File: src/logic/sensor_cfg.svh
`ifndef SENSOR_CFG_SVH
`define SENSOR_CFG_SVH

// Register offsets on the two-wire bus
`define ADDR_INT_CTRL   8'h89
`define ADDR_LOW_HI     8'h8a
`define ADDR_LOW_LO     8'h8b
`define ADDR_HIGH_HI    8'h8c
`define ADDR_HIGH_LO    8'h8d
`define ADDR_FLAGS      8'h8e
`define ADDR_MOD        8'h8f
`define ADDR_AMB_IR     8'h90

// Reset values
`define MOD_RESET       8'h01
`define FLAGS_RESET     8'h00
`define CTRL_RESET      8'h00
`define TH_RESET        16'h0000
`define ZERO_BYTE       8'h00

// Event flag positions
`define FLAG_PROX       3
`define FLAG_ALS        2
`define FLAG_LOW        1
`define FLAG_HIGH       0
`define FLAGS_MASK      8'h0f

// Interrupt control positions
`define CTRL_PROX_EN    3
`define CTRL_ALS_EN     2
`define CTRL_LIMIT_EN   1
`define CTRL_LIMIT_SEL  0
`define CTRL_MASK       8'hef

// Modulator timing fields
`define MOD_DELAY       7:5
`define MOD_FREQ        4:3
`define MOD_DEAD        2:0

// Serial target
`define TARGET_ADDR     7'h13
`define BIT_COUNT       4'h8

`endif

File: src/logic/sensor_pkg.sv
package sensor_pkg;

    // Serial target states
    typedef enum logic [2:0] {
        ST_IDLE     = 3'b000,
        ST_ADDR     = 3'b001,
        ST_ACK_ADDR = 3'b010,
        ST_WRITE    = 3'b011,
        ST_ACK_WR   = 3'b100,
        ST_READ     = 3'b101,
        ST_ACK_RD   = 3'b110
    } link_state_t;

endpackage : sensor_pkg

File: src/logic/two_wire_target.sv
`include "sensor_cfg.svh"

module two_wire_target
    import sensor_pkg::*;
#(
    parameter logic [6:0] DEV_ADDR = `TARGET_ADDR
) (
    // Clock and reset
    input  wire logic       clk_sys,
    input  wire logic       nrst,
    // Bus pins
    input  wire logic       scl_pin,
    input  wire logic       sda_in,
    output logic            sda_out,
    output logic            sda_oe,
    // Register access
    output logic            wr_stb,
    output logic [7:0]      wr_addr,
    output logic [7:0]      wr_data,
    output logic [7:0]      rd_addr,
    input  wire logic [7:0] rd_data
);

    logic        scl_meta, scl_sync, scl_prev;
    logic        sda_meta, sda_sync, sda_prev;
    logic        scl_rise, scl_fall, start_seen, stop_seen;
    link_state_t state_reg, state_next;
    logic [3:0]  bits_reg, bits_next;
    logic [7:0]  shift_reg, shift_next;
    logic [7:0]  ptr_reg, ptr_next;
    logic        first_reg, first_next;
    logic        read_reg, read_next;
    logic        oe_reg, oe_next;
    logic        stb_reg, stb_next;

    // Two-stage synchronisers; the first stage feeds only the second
    always_ff @(posedge clk_sys or negedge nrst) begin
        if (!nrst) begin
            scl_meta <= 1'b1;
            scl_sync <= 1'b1;
            scl_prev <= 1'b1;
            sda_meta <= 1'b1;
            sda_sync <= 1'b1;
            sda_prev <= 1'b1;
        end else begin
            scl_meta <= scl_pin;
            scl_sync <= scl_meta;
            scl_prev <= scl_sync;
            sda_meta <= sda_in;
            sda_sync <= sda_meta;
            sda_prev <= sda_sync;
        end
    end

    // Edges and bus conditions
    assign scl_rise   = scl_sync & ~scl_prev;
    assign scl_fall   = ~scl_sync & scl_prev;
    assign start_seen = scl_sync & scl_prev & sda_prev & ~sda_sync;
    assign stop_seen  = scl_sync & scl_prev & ~sda_prev & sda_sync;

    // Bit-level sequencing; data changes only after a falling clock
    always_comb begin
        state_next = state_reg;
        bits_next  = bits_reg;
        shift_next = shift_reg;
        ptr_next   = ptr_reg;
        first_next = first_reg;
        read_next  = read_reg;
        oe_next    = oe_reg;
        stb_next   = 1'b0;
        if (start_seen) begin
            state_next = ST_ADDR;
            bits_next  = 4'h0;
            oe_next    = 1'b0;
            first_next = 1'b1;
        end else if (stop_seen) begin
            state_next = ST_IDLE;
            oe_next    = 1'b0;
        end else begin
            case (state_reg)
                ST_ADDR, ST_WRITE: begin
                    if (scl_rise) begin
                        shift_next = {shift_reg[6:0], sda_sync};
                        bits_next  = bits_reg + 4'h1;
                    end else if (scl_fall && bits_reg == `BIT_COUNT) begin
                        bits_next = 4'h0;
                        if (state_reg == ST_ADDR) begin
                            if (shift_reg[7:1] == DEV_ADDR) begin
                                oe_next    = 1'b1;
                                read_next  = shift_reg[0];
                                state_next = ST_ACK_ADDR;
                            end else begin
                                state_next = ST_IDLE;
                            end
                        end else begin
                            oe_next    = 1'b1;
                            state_next = ST_ACK_WR;
                            if (first_reg) begin
                                ptr_next = shift_reg;
                            end else begin
                                stb_next = 1'b1;
                            end
                        end
                    end
                end
                ST_ACK_ADDR, ST_ACK_RD: begin
                    if (state_reg == ST_ACK_RD && scl_rise && sda_sync) begin
                        state_next = ST_IDLE; // Master said no more
                    end else if (scl_fall) begin
                        if (read_reg) begin
                            shift_next = rd_data;
                            oe_next    = ~rd_data[7];
                            bits_next  = 4'h1;
                            state_next = ST_READ;
                        end else begin
                            oe_next    = 1'b0;
                            state_next = ST_WRITE;
                        end
                    end
                end
                ST_ACK_WR: begin
                    if (scl_fall) begin
                        oe_next    = 1'b0;
                        state_next = ST_WRITE;
                        first_next = 1'b0;
                        if (!first_reg) begin
                            ptr_next = ptr_reg + 8'h01;
                        end
                    end
                end
                ST_READ: begin
                    if (scl_fall) begin
                        if (bits_reg == `BIT_COUNT) begin
                            oe_next    = 1'b0;
                            ptr_next   = ptr_reg + 8'h01;
                            state_next = ST_ACK_RD;
                        end else begin
                            shift_next = {shift_reg[6:0], 1'b0};
                            oe_next    = ~shift_reg[6];
                            bits_next  = bits_reg + 4'h1;
                        end
                    end
                end
                default: begin
                    state_next = ST_IDLE;
                end
            endcase
        end
    end

    // Sequencer registers
    always_ff @(posedge clk_sys or negedge nrst) begin
        if (!nrst) begin
            state_reg <= ST_IDLE;
            bits_reg  <= 4'h0;
            shift_reg <= 8'h00;
            ptr_reg   <= 8'h00;
            first_reg <= 1'b1;
            read_reg  <= 1'b0;
            oe_reg    <= 1'b0;
            stb_reg   <= 1'b0;
            sda_out   <= 1'b0;
        end else begin
            state_reg <= state_next;
            bits_reg  <= bits_next;
            shift_reg <= shift_next;
            ptr_reg   <= ptr_next;
            first_reg <= first_next;
            read_reg  <= read_next;
            oe_reg    <= oe_next;
            stb_reg   <= stb_next;
            sda_out   <= 1'b0; // Open drain only ever pulls low
        end
    end

    assign sda_oe  = oe_reg;
    assign wr_stb  = stb_reg;
    assign wr_addr = ptr_reg;
    assign wr_data = shift_reg;
    assign rd_addr = ptr_reg;

endmodule : two_wire_target

File: src/logic/sensor_irq_status_modulator_cfg.sv
// Contract
// - Status register holds four event flags
// - Flags sticky, cleared by writing one
// - Interrupt pin low while any flag set
// - Flag set only when its enable set
// - Source select: zero proximity, one light
// - Sixteen-bit limits; crossings set limit flags
// - Timing register: delay, frequency, dead time
// - Delay field lags evaluation, resets zero
// - Dead time blanks edges, resets one
// - No measurement demand means standby
// - Standby keeps emitter sink off
`include "sensor_cfg.svh"

module sensor_irq_status_modulator_cfg
    import sensor_pkg::*;
#(
    parameter int         TH_W     = 16,
    parameter logic [6:0] DEV_ADDR = `TARGET_ADDR
) (
    // Clock and reset
    input  wire logic            clk_sys,
    input  wire logic            nrst,
    // Two-wire bus pins
    input  wire logic            scl_pin,
    input  wire logic            sda_in,
    output logic                 sda_out,
    output logic                 sda_oe,
    // Interrupt pin, pulled low while enabled
    output logic                 int_oe,
    // Measurement results and events
    input  wire logic            prox_ready_evt,
    input  wire logic            als_ready_evt,
    input  wire logic [TH_W-1:0] prox_result,
    input  wire logic [TH_W-1:0] als_result,
    // Measurement demands
    input  wire logic            prox_demand,
    input  wire logic            als_demand,
    input  wire logic            led_demand,
    // Power and emitter control
    output logic                 standby,
    output logic                 led_sink_on,
    // Modulator timing
    output logic [2:0]           delay_time,
    output logic [1:0]           prox_freq,
    output logic [2:0]           dead_time
);

    logic            wr_stb;
    logic [7:0]      wr_addr, wr_data, rd_addr;
    logic [7:0]      rd_data;
    logic [7:0]      ctrl_reg, ctrl_next;
    logic [TH_W-1:0] low_th_reg, low_th_next;
    logic [TH_W-1:0] high_th_reg, high_th_next;
    logic [7:0]      flags_reg, flags_next;
    logic [7:0]      mod_reg, mod_next;
    logic [7:0]      clr_bits, set_bits;
    logic            int_oe_reg, int_oe_next;
    logic            standby_reg, standby_next;
    logic            sink_reg, sink_next;
    logic            limit_evt;
    logic [TH_W-1:0] limit_val;
    logic [1:0]      limit_hit;

    // Serial target carrying all register traffic
    two_wire_target #(
        .DEV_ADDR (DEV_ADDR)
    ) u_target (
        .clk_sys (clk_sys),
        .nrst    (nrst),
        .scl_pin (scl_pin),
        .sda_in  (sda_in),
        .sda_out (sda_out),
        .sda_oe  (sda_oe),
        .wr_stb  (wr_stb),
        .wr_addr (wr_addr),
        .wr_data (wr_data),
        .rd_addr (rd_addr),
        .rd_data (rd_data)
    );

    // Low and high crossings as {below, above}
    function automatic logic [1:0] limit_cmp(input logic [TH_W-1:0] val,
                                             input logic [TH_W-1:0] lo,
                                             input logic [TH_W-1:0] hi);
        limit_cmp = {(val < lo), (val > hi)};
    endfunction : limit_cmp

    assign limit_evt = ctrl_reg[`CTRL_LIMIT_SEL] ? als_ready_evt : prox_ready_evt;
    assign limit_val = ctrl_reg[`CTRL_LIMIT_SEL] ? als_result : prox_result;
    assign limit_hit = limit_cmp(limit_val, low_th_reg, high_th_reg);

    always_comb begin
        set_bits             = 8'h00;
        set_bits[`FLAG_PROX] = prox_ready_evt & ctrl_reg[`CTRL_PROX_EN];
        set_bits[`FLAG_ALS]  = als_ready_evt & ctrl_reg[`CTRL_ALS_EN];
        set_bits[`FLAG_LOW]  = limit_evt & ctrl_reg[`CTRL_LIMIT_EN] & limit_hit[1];
        set_bits[`FLAG_HIGH] = limit_evt & ctrl_reg[`CTRL_LIMIT_EN] & limit_hit[0];
    end

    // Register writes, flag update and pin levels
    always_comb begin
        ctrl_next    = ctrl_reg;
        low_th_next  = low_th_reg;
        high_th_next = high_th_reg;
        mod_next     = mod_reg;
        clr_bits     = 8'h00;
        if (wr_stb) begin
            if (wr_addr == `ADDR_INT_CTRL) begin
                ctrl_next = wr_data & `CTRL_MASK;
            end else if (wr_addr == `ADDR_LOW_HI) begin
                low_th_next[15:8] = wr_data; // High byte sits lower
            end else if (wr_addr == `ADDR_LOW_LO) begin
                low_th_next[7:0] = wr_data;
            end else if (wr_addr == `ADDR_HIGH_HI) begin
                high_th_next[15:8] = wr_data;
            end else if (wr_addr == `ADDR_HIGH_LO) begin
                high_th_next[7:0] = wr_data;
            end else if (wr_addr == `ADDR_FLAGS) begin
                clr_bits = wr_data & `FLAGS_MASK;
            end else if (wr_addr == `ADDR_MOD) begin
                mod_next = wr_data;
            end
        end
        flags_next   = ((flags_reg & ~clr_bits) | set_bits) & `FLAGS_MASK;
        int_oe_next  = |flags_next;
        standby_next = ~(prox_demand | als_demand);
        sink_next    = led_demand & ~standby_next;
    end

    // Control and status registers
    always_ff @(posedge clk_sys or negedge nrst) begin
        if (!nrst) begin
            ctrl_reg    <= `CTRL_RESET;
            low_th_reg  <= `TH_RESET;
            high_th_reg <= `TH_RESET;
            flags_reg   <= `FLAGS_RESET;
            mod_reg     <= `MOD_RESET;
            int_oe_reg  <= 1'b0;
            standby_reg <= 1'b1;
            sink_reg    <= 1'b0;
        end else begin
            ctrl_reg    <= ctrl_next;
            low_th_reg  <= low_th_next;
            high_th_reg <= high_th_next;
            flags_reg   <= flags_next;
            mod_reg     <= mod_next;
            int_oe_reg  <= int_oe_next;
            standby_reg <= standby_next;
            sink_reg    <= sink_next;
        end
    end

    // Read mux; reserved and unmapped offsets read zero
    always_comb begin
        rd_data = `ZERO_BYTE;
        if (rd_addr == `ADDR_INT_CTRL) begin
            rd_data = ctrl_reg;
        end else if (rd_addr == `ADDR_LOW_HI) begin
            rd_data = low_th_reg[15:8];
        end else if (rd_addr == `ADDR_LOW_LO) begin
            rd_data = low_th_reg[7:0];
        end else if (rd_addr == `ADDR_HIGH_HI) begin
            rd_data = high_th_reg[15:8];
        end else if (rd_addr == `ADDR_HIGH_LO) begin
            rd_data = high_th_reg[7:0];
        end else if (rd_addr == `ADDR_FLAGS) begin
            rd_data = flags_reg & `FLAGS_MASK;
        end else if (rd_addr == `ADDR_MOD) begin
            rd_data = mod_reg;
        end
    end

    // Outputs straight from registers
    assign int_oe      = int_oe_reg;
    assign standby     = standby_reg;
    assign led_sink_on = sink_reg;
    assign prox_freq   = mod_reg[`MOD_FREQ];
    assign dead_time   = mod_reg[`MOD_DEAD];
    assign delay_time  = mod_reg[`MOD_DELAY];
endmodule : sensor_irq_status_modulator_cfg

File: config.mk
export PLATFORM = sky130hd
export DESIGN_NAME = sensor_irq_status_modulator_cfg
export DESIGN_NICKNAME = d
export VERILOG_FILES = /design/src/logic/sensor_pkg.sv /design/src/logic/two_wire_target.sv /design/src/logic/sensor_irq_status_modulator_cfg.sv
export VERILOG_INCLUDE_DIRS = /design/src /design/src/logic
export SDC_FILE = /design/constraint.sdc
export NUM_CORES = 1
export LEC_CHECK = 0
export ABC_AREA = 1
export BUFFER_PORTS_ARGS = -buffer_cell sky130_fd_sc_hd__buf_2
export CORE_MARGIN = 2
export CORE_UTILIZATION = 50
export CTS_BUF_LIST = sky130_fd_sc_hd__clkbuf_4 sky130_fd_sc_hd__clkbuf_8 sky130_fd_sc_hd__clkbuf_16
export DETAILED_ROUTE_END_ITERATION = 6
export HOLD_SLACK_MARGIN = 0.05
export MAX_ROUTING_LAYER = met4
export PLACE_DENSITY = 0.69
export SLEW_MARGIN = 20
export SYNTH_ARGS = -nofsm -noshare
export SYNTH_HDL_FRONTEND = slang
export SYNTH_SLANG_ARGS = --single-unit
File: constraint.sdc
create_clock -name clk_sys -period 3 [get_ports clk_sys]
set_input_delay 0.45 -clock clk_sys [delete_from_list [all_inputs] [get_ports clk_sys]]
set_output_delay 0.45 -clock clk_sys [all_outputs]
set_load 0.01 [all_outputs]
Word level (Yosys, flattened, before mapping)
Index checks and enable logic that the tools add are counted.
- register bits: 87
- word-level logic and storage cells: 208
- output and inout bits: 13
- reduce and logical (&&, ||, !) cells: 25
- equality and inequality tests: 44
- order comparisons: 2
- bitwise gates (word level): 33
- muxes and demuxes: 78
- $add $sub $neg: 2
- operators with widths (cell ; number):
    $mux W8 ; 21
    $mux W4 ; 16
    $eq A8 B8 Y1 const B ; 7
    $pmux W8 S3 ; 2
    $mux W3 ; 11
    $ne A4 B1 Y1 const B ; 6
    $reduce_and A8 Y1 ; 3
    $mux W1 ; 23
    $ne A2 B1 Y1 const B ; 9
    $gt A16 B16 Y1 ; 1
    $lt A16 B16 Y1 ; 1
    $mux W16 ; 1
    $not A1 Y1 ; 16
    $and A1 B1 Y1 ; 13
    $pmux W3 S4 ; 1
    $pmux W4 S3 ; 1
    $reduce_and A6 Y1 ; 2
    $reduce_and A11 Y1 ; 1
    $ne A2 B2 Y1 const B ; 5
    $eq A3 B3 Y1 const B ; 3
    $ne A3 B1 Y1 const B ; 3
    $reduce_and A9 Y1 ; 1
    $add A8 B1 Y8 const B ; 1
    $eq A7 B5 Y1 const B ; 1
    other kinds (27) ; 35

Longest topological paths before layout
Gate-level depths: netlist of run 1.
- word-level depth: 15
- mapped depth: 15
- gate-level depth less buffers: 15

Cells and area by module
Synthesis of run 1 repeated with hierarchy kept, for this count alone.
- cell total of the unflattened synthesis: 831
- area total of the unflattened synthesis: 5970.7 sq um
- modules (own cells, without submodules) (module ; area each (sq um) ; cells an instance ; instances):
    sensor_irq_status_modulator_cfg ; 3706.1 ; 503 ; 1
    two_wire_target ; 2264.7 ; 328 ; 1

Least setup slack after synthesis of run 1
No wires, ideal clock.
- kind: reg2reg
- start point: register ctrl_reg[0]
- end point: register int_oe_reg, in the netlist int_oe
- period minus slack after synthesis: 2.072 ns
- arrival time: 1.948 ns
- data required time: 2.876 ns
- setup time: 0.124 ns
- setup slack: 0.928 ns
- cell stages (with the launch flop): 16
- path through: dfrtp_1 clkbuf_1 buf_1 nand2_1 nand2_1 ha_1 nand2_1 inv_1 o21ai_0 nand2_1 nor2_1 nand2_1 nand2_1 nand2_1 nor2_1 nand2_1
- cells in the longest elaborated chain, start to end: 5
- elaborated cells on any way between the ends: 9
- those cells by class: order compare: 2; mux: 2; bitwise: 4; reduce/logical: 1
- RTL lines (what ; RTL line ; source):
    from (decl) ; sensor_irq_status_modulator_cfg.sv:52 ; logic [7:0] ctrl_reg, ctrl_next;
    from (signal assigned) ; sensor_irq_status_modulator_cfg.sv:134 ; ctrl_reg <= `CTRL_RESET;
    from (signal assigned) ; sensor_irq_status_modulator_cfg.sv:143 ; ctrl_reg <= ctrl_next;
    $mux W16 or $mux W1 (tied branches) ; sensor_irq_status_modulator_cfg.sv:90, sensor_irq_status_modulator_cfg.sv:89 ;
    $gt A16 B16 Y1 or $and A1 B1 Y1 (tied branches) ; sensor_irq_status_modulator_cfg.sv:86, sensor_irq_status_modulator_cfg.sv:98 ;
    $and A1 B1 Y1 (*) ; sensor_irq_status_modulator_cfg.sv:98 ; set_bits[`FLAG_HIGH] = limit_evt & ctrl_reg[`CTRL_LIMIT_EN] & limit_hit[0];
    $or A4 B4 Y4 (*) ; sensor_irq_status_modulator_cfg.sv:125 ; flags_next = ((flags_reg & ~clr_bits) | set_bits) & `FLAGS_MASK;
    via flags_next[0] ; sensor_irq_status_modulator_cfg.sv:55 ; logic [7:0] flags_reg, flags_next;
    $reduce_or A4 Y1 (*) ; sensor_irq_status_modulator_cfg.sv:126 ; int_oe_next = |flags_next;
    via int_oe_next ; sensor_irq_status_modulator_cfg.sv:58 ; logic int_oe_reg, int_oe_next;
    to (signal assigned) ; sensor_irq_status_modulator_cfg.sv:148 ; int_oe_reg <= int_oe_next;
    to (decl) ; sensor_irq_status_modulator_cfg.sv:58 ;
The timed path passes the listed nets; every way through them passes the cells marked *.
A chain may end at the register's enable or synchronous reset.

Worst setup path in the final report of run 1
Ends and elaborated chain as after synthesis.

==> results of run 1 <==
## per-layer routing
layer  track usage [%]  vias up
li1                  -     2557
met1             32.83     2398
met2             44.17      131
met3             3.762       35
met4             13.29        0
met5                 -        -
## cells by family (layout without fill, tap and decap cells)
| kind of cell | after synthesis | count (layout) |
|---|---|---|
| adder cells (fa/ha/maj) | 37 | 37 |
| XOR/XNOR | 2 | 2 |
| buffers and inverters | 128 | 180 |
| flip-flops | 87 | 87 |
| AO/OA/AOI/OAI | 164 | 164 |
| AND/OR/NAND/NOR | 340 | 340 |
| other | 1 | 1 |
## final timing paths
kind	end	slack (ns)
worst max-delay path	int_oe	0.76
worst min-delay path	u_target.state_reg[1]	0.13
worst max register to register	int_oe	0.76
worst min register to register	u_target.sda_sync	0.36
max in group asynchronous	high_th_reg[9]	2.32
min in group clk_sys	u_target.scl_meta	0.17
## power by group
| part | switching [mW] | total (mW) | internal, mW |
|---|---|---|---|
| logic | 0.671 | 0.938 | 0.267 |
| registers | 0.108 | 1.40 | 1.29 |
| clock network | 0.434 | 0.791 | 0.357 |
## layout make-up
| class | instances | area share, % |
|---|---|---|
| clock buffer | 12 | 2.577 |
| clock inverter | 4 | 0.4666 |
| inverter | 108 | 6.573 |
| multi-input combinational | 544 | 47.25 |
| sequential | 87 | 35.48 |
| tap | 140 | 2.840 |
| timing repair buffer | 56 | 4.808 |
## worst reg2reg max path: cells and delay by family, from the launching register on
kind / cells / cell delay, ns
AND/OR/NAND/NOR: 10 / 0.79
buffers and inverters: 1 / 0.39
flip-flops: 1 / 0.38
AO/OA/AOI/OAI: 2 / 0.30
adder cells (fa/ha/maj): 1 / 0.24
## synthesized netlist by cell type (2+ instances only)
library cell / n
nor2_1: 51
o21ai_0: 56
o211ai_1: 7
nand2_4: 2
ha_1: 37
o21bai_1: 4
buf_4: 3
o21ai_1: 22
buf_2: 7
dfrtp_1: 78
dfstp_2: 9
o21a_1: 3
nand3_2: 4
a31oi_1: 4
nand2_1: 218
nand3_1: 24
a21oi_1: 46
o21ai_2: 8
buf_6: 3
nand4_1: 8
nor2_4: 3
inv_1: 101
o22ai_1: 7
inv_2: 6
nor2_2: 6
nand2_2: 7
clkbuf_1: 6
nor3_1: 10
a22oi_1: 4
## per-stage QoR
stage | worst slack (ns) | util (%) | cells
2_1_floorplan | 0.9276 | - | 759
3_3_place_gp | 0.8741 | 54.88 | 935
3_5_place_dp | 0.7907 | 54.88 | 935
4_1_cts | 0.7816 | 56.61 | 951
5_1_grt | 0.5762 | 56.64 | 951
6_report | 0.7607 | 56.64 | 951
==> metrics.txt, run 1 <==
maxcap violations 0; Synth Area in Compound Gates 16.33%; Max Used Layer met4; CP delay by family, top simple AND/OR/NAND/NOR gates; Adder-Cell Fraction of Synth Area 8.230%; total global routing track utilization 27.01%; Routed met2 length 7245 um; Syn. warnings 0; Synth async-reset ratio 100.0%; Synth area leaders dfrtp_1 (35%), nand2_1 (15%), ha_1 (8.2%), inv_1 (6.7%), o21ai_0 (5.0%); combinational family with the most area after synthesis simple AND/OR/NAND/NOR gates; critical path startpoint category flop; Routed met3 length 655 um; DRT Wirelength 14880 um; WHS 0.1290 ns; Synth Register Bits 87; CP Capture Type flop; Ports 54; # clock sinks 87; Worst Hold Class in -> async; cell mode on critical path nand2_1; clk_lat worst skew 0.38 ns; crit-path max cell delay 0.39 ns; initial antenna violation count 0; Leak 3.027 nW; worst rel slew slack 46.32%; cell taking the most area after synthesis dfrtp_1; XOR/XNOR Fraction of Synth Area 0.3114%; Nets 884; vias 5121; Critical Path RT 3.26 ns; routed wire length per instance 15.65 um; final instance area 0.006167 mm2; mux contribution to synthesized area 0%; slowest CP cell inv_1; die area 0.01212 mm2; Die Height 110.1 um; Port Buffers 52; post-route clock period utilization 74.64%; total chip power 3.131 mW; worst path arrival time 2.50 ns; status complete, no violations; Crit. path cell count 14; layout cells sized above 1 15.04%; antenna cells 0; Syn Inst Count 759; CP startpoint ctrl_reg[0]; clock tree from TritonCTS yes; First-pass DRT Iterations 5; most frequent cells in the layout nand2_1 (218), inv_1 (101), dfrtp_1 (78); worst-margin pin slew 0.8052 ns; most common cell after layout, fill and taps aside nand2_1; WS Path Type reg -> reg; post-synth cell types 44; Root Buffer Master clkbuf_8; gpl congestion 0.9561; RSZ-0062 raised after global routing no; Main synth FF type dfrtp_1; Reg area 0.002188 mm2; cts hold-fix bufs 0; Metal-1 WL 6525 um; EDFF count, synth 0; syn nets 837; Post-DRT Antenna Nets 0; post-CTS sizing 0; top-area cell type share of the netlist area 34.70%; Longest Clk Path Bufs 2; Post-Synth Simple-Gate Area 26.87%; row cnt 38; CTS buffer count 9; Remaining DRCs 0; Setup violations, final 0; area grow syn2layout 9.631%; crit path max fanout 16; Slew Viols, Final 0; largest net degree at the start of global routing 88; filler instances 1043; post-CTS setup buffer count 0; hpwl dp 11240 um; PD cells 507.7 mW/mm2; skew final 0.007854 ns; H-tree depth 3; DIE WIDTH 110.1 um; CP Buf/Inv Count 1; reg2reg start ctrl_reg[0]; Min Clock Period, post-route 2.239 ns; Syn Std Cell Area 0.005625 mm2; DR iter-0 viols 312; register area share after synthesis 38.90%; Starting Density 51.67%; placement-stage cell area 0.005976 mm2; core area 0.01089 mm2; CTS clk-pin slew, worst paths 0.09 ns; crit path cell chain inv_1, nand2_1, nand2_1, ha_1, a21oi_1, o21ai_0, nand2_1, nand3_1, nand2_1, nand2_1, nand2_1, nand2_1, nor2_1, nand2_1; Final Hold Fails 0; maximum vdd drop 0.0003545 V; multi-input logic area 0.002914 mm2; first-pass GRT wire length 23870 um; reg2reg path depth 14; syn avg cell area 7.412 um2; Fmax 446.6 MHz; vias in the first global route 4860; Vias per Instance 5.385; setup total negative slack 0 ns; GRT Residual Overflow 0
Power figures use the tool's default switching activity.
==> inputs of run 2 (changes only) <==
--- a/config.mk
+++ b/config.mk
@@ -6,7 +6,7 @@
 export SDC_FILE = /design/constraint.sdc
 export NUM_CORES = 1
 export LEC_CHECK = 0
-export ABC_AREA = 1
+export ABC_AREA = 0
 export BUFFER_PORTS_ARGS = -buffer_cell sky130_fd_sc_hd__buf_2
 export CORE_MARGIN = 2
 export CORE_UTILIZATION = 50
==> constraint.sdc (replaced) <==
create_clock -name clk_sys -period 2.25 [get_ports clk_sys]
set_input_delay 0.3375 -clock clk_sys [delete_from_list [all_inputs] [get_ports clk_sys]]
set_output_delay 0.3375 -clock clk_sys [all_outputs]
set_load 0.01 [all_outputs]
==> run 2 against run 1 <==
  * The flow now finishes with violations (setup timing)
  * Sequential cell count did not move
  * Total power rose by 40%
  * Final cell count fell by 15%
  * Core utilization rose by 7.4 points
  * Via count fell by 7.6%
  * Sequential power rose by 32%
  * Synthesized area fell by 1.2%
  * Critical endpoint unchanged
  * Highest routed layer unchanged
==> metrics.txt, run 2 <==
status finished with violations; violated checks setup timing; Clock power frac 25.2%; H-tree depth 3; Final WS setup -0.1521 ns; PD cells 631.0 mW/mm2; filler instances 898; antenna cells 0; total global routing track utilization 28.84%; pre-CTS WS -0.2510 ns; DR iter-0 viols 263; Die Height 109.4 um; first-pass GRT wire length 25100 um; Syn Inst Count 561; crit path max fanout 6; most common cell in the netlist dfrtp_1; most common cell after layout, fill and taps aside dfrtp_1; post-route clock period utilization 106.8%; syn nets 639; final instance area 0.006940 mm2; worst rel slew slack 66.42%; Synth async-reset ratio 100.0%; DIE WIDTH 109.4 um; combinational power share 32.7%; CTS clk-pin slew, worst paths 0.09 ns; worst-margin pin slew 0.5037 ns; Post-DRT Antenna Nets 0; cell taking the most area after synthesis dfrtp_1; Min Clock Period, post-route 2.402 ns; synth cell count leaders dfrtp_1 (78), mux2_2 (48), nand2_1 (41); critical path startpoint category flop; Leak 3.046 nW; Hold Startpoint prox_demand; RSZ-0062 raised after global routing yes; Synth Register Bits 87; First-pass DRT Iterations 4; reg2reg path depth 9; most frequent cells in the layout dfrtp_1 (73), buf_4 (62), buf_2 (51); layout cells sized above 1 39.46%; core area 0.01084 mm2; initial antenna violation count 0; Syn Std Cell Area 0.005555 mm2; worst path arrival time 2.66 ns; Syn. warnings 0; hpwl dp 11980 um; Reg power frac 42.1%; routed wire length per instance 19.64 um; CP Capture Type flop; WS Path Type reg -> reg; Worst Hold Class in -> reg; clock tree from TritonCTS yes; Synth area leaders dfrtp_1 (35%), mux2_2 (9.7%), ha_1 (8.3%), dfstp_2 (4.3%), a21oi_1 (2.9%); Ports 54; row cnt 38; Port Buffers 52; CP startpoint ctrl_reg[0]; GRT Residual Overflow 0; Critical Path RT 2.51 ns; register area share after synthesis 39.39%; Remaining DRCs 0; vias in the first global route 4801; reg2reg start ctrl_reg[0]; Final Hold Fails 0; syn avg cell area 9.903 um2; Vias per Instance 5.886; Fmax 416.3 MHz; post-synth cell types 75; Setup violations, final 2; Sw Ratio 35.54%; top-area cell type share of the netlist area 35.14%; DRT Wirelength 15790 um; maximum vdd drop 0.0003330 V; Net Switching 1.556 mW; clk_lat worst skew 0.38 ns; Main synth FF type dfrtp_1; internal power 2.823 mW; setup total negative slack -0.2763 ns; Nets 737; # clock sinks 87; Longest Clk Path Bufs 2; placement-stage cell area 0.006342 mm2; Worst Hold Path Cells 2; Slew Viols, Final 0; gpl congestion 0.9475; Root Buffer Master clkbuf_8; skew final 0.01482 ns; largest net degree at the start of global routing 38; EDFF count, synth 0; area grow syn2layout 24.93%; vias 4732; maxcap violations 0; die area 0.01197 mm2; CTS buffer count 9; Starting Density 51.25%
[run 2: cell types whose count changed after synthesis, sizes merged, moves of 6 or more]
cell / delta
clkbuf: +15
o21ai: -53
nand2b: +8
inv: -68
nand3: -11
mux2: +56
nand2: -186
nor2b: +14
o221ai: +7
o22a: +6
a21oi: -14
nor2: -25
[run 2: final timing paths]
check                                      endpoint  slack, ns
worst max register to register               int_oe      -0.15
worst min register to register    u_target.sda_sync       0.36
worst max-delay path                         int_oe      -0.15
worst min-delay path                        standby       0.08
max in group asynchronous         u_target.sda_prev       1.12
min in group asynchronous       u_target.rd_addr[7]       0.46
[run 2: layout make-up]
class	count	area [um2]	area share, %
inverters	39	146.4	2.109
multi-input cells	401	3398	48.96
flip-flops and latches	87	2195	31.62
repair buffers	121	828.3	11.93
well taps	140	175.2	2.524
clock inverters	7	73.82	1.064
clock buffers	9	123.9	1.785
[run 2: what timing repair did]
action / 4_1_cts / 5_1_grt
hold buffers: 3 / 0
pin swaps: 2 / 7
setup endpoints to repair: 9 / 21
gates resized for setup: 22 / 44
setup buffers: 1 / 6
hold endpoints to repair: 36 / 0
[run 2: logic make-up after synthesis]
| group | synth area share [%] |
|---|---|
| AND/OR/NAND/NOR | 15.92 |
| AO/OA/AOI/OAI | 17.09 |
| flip-flops | 39.39 |
| buffers and inverters | 6.238 |
| multiplexers | 12.79 |
| adder cells (fa/ha/maj) | 8.333 |
| other | 0.06750 |
| XOR/XNOR | 0.1577 |
[run 2: power groups by stage]
stage | clock network, mW | registers (mW) | logic, mW
floorplan | 0 | 1.82 | 0.834
global placement | 0 | 1.86 | 1.26
detailed placement | 0 | 1.87 | 1.29
CTS | 1.11 | 1.84 | 1.34
global route | 1.18 | 1.87 | 1.58
finish | 1.10 | 1.85 | 1.43
[run 2: worst max-delay path: stages, from the launching register on]
cell and delay, ns:
dfrtp_2 0.48, buf_6 0.15, mux2_4 0.32, ha_4 0.23
a21oi_2 0.12, a21oi_1 0.07, a2111oi_1 0.34, o211ai_1 0.17
a22o_1 0.24, nand4b_1 0.16
[run 2: stage by stage]
step | utilization (%) | hold slack (ns) | total power, mW | cells
2_1_floorplan | - | 0.04191 | 2.652 | 561
3_3_place_gp | 58.51 | 0.3253 | 3.121 | 778
3_5_place_dp | 58.51 | 0.3305 | 3.164 | 778
4_1_cts | 61.46 | 0.06666 | 4.295 | 798
5_1_grt | 64.02 | 0.07807 | 4.621 | 804
6_report | 64.02 | 0.07901 | 4.379 | 804
[run 2: per-layer routing]
| layer | wire length (um) | vias to the layer above | part of all wire (%) | global-route usage (%) |
|---|---|---|---|---|
| li1 | - | 2235 | - | - |
| met1 | 6445 | 2340 | 41 | 32.99 |
| met2 | 8183 | 122 | 52 | 50.57 |
| met3 | 645 | 35 | 4.1 | 3.557 |
| met4 | 514 | 0 | 3.3 | 12.93 |
| met5 | 0 | - | 0 | - |
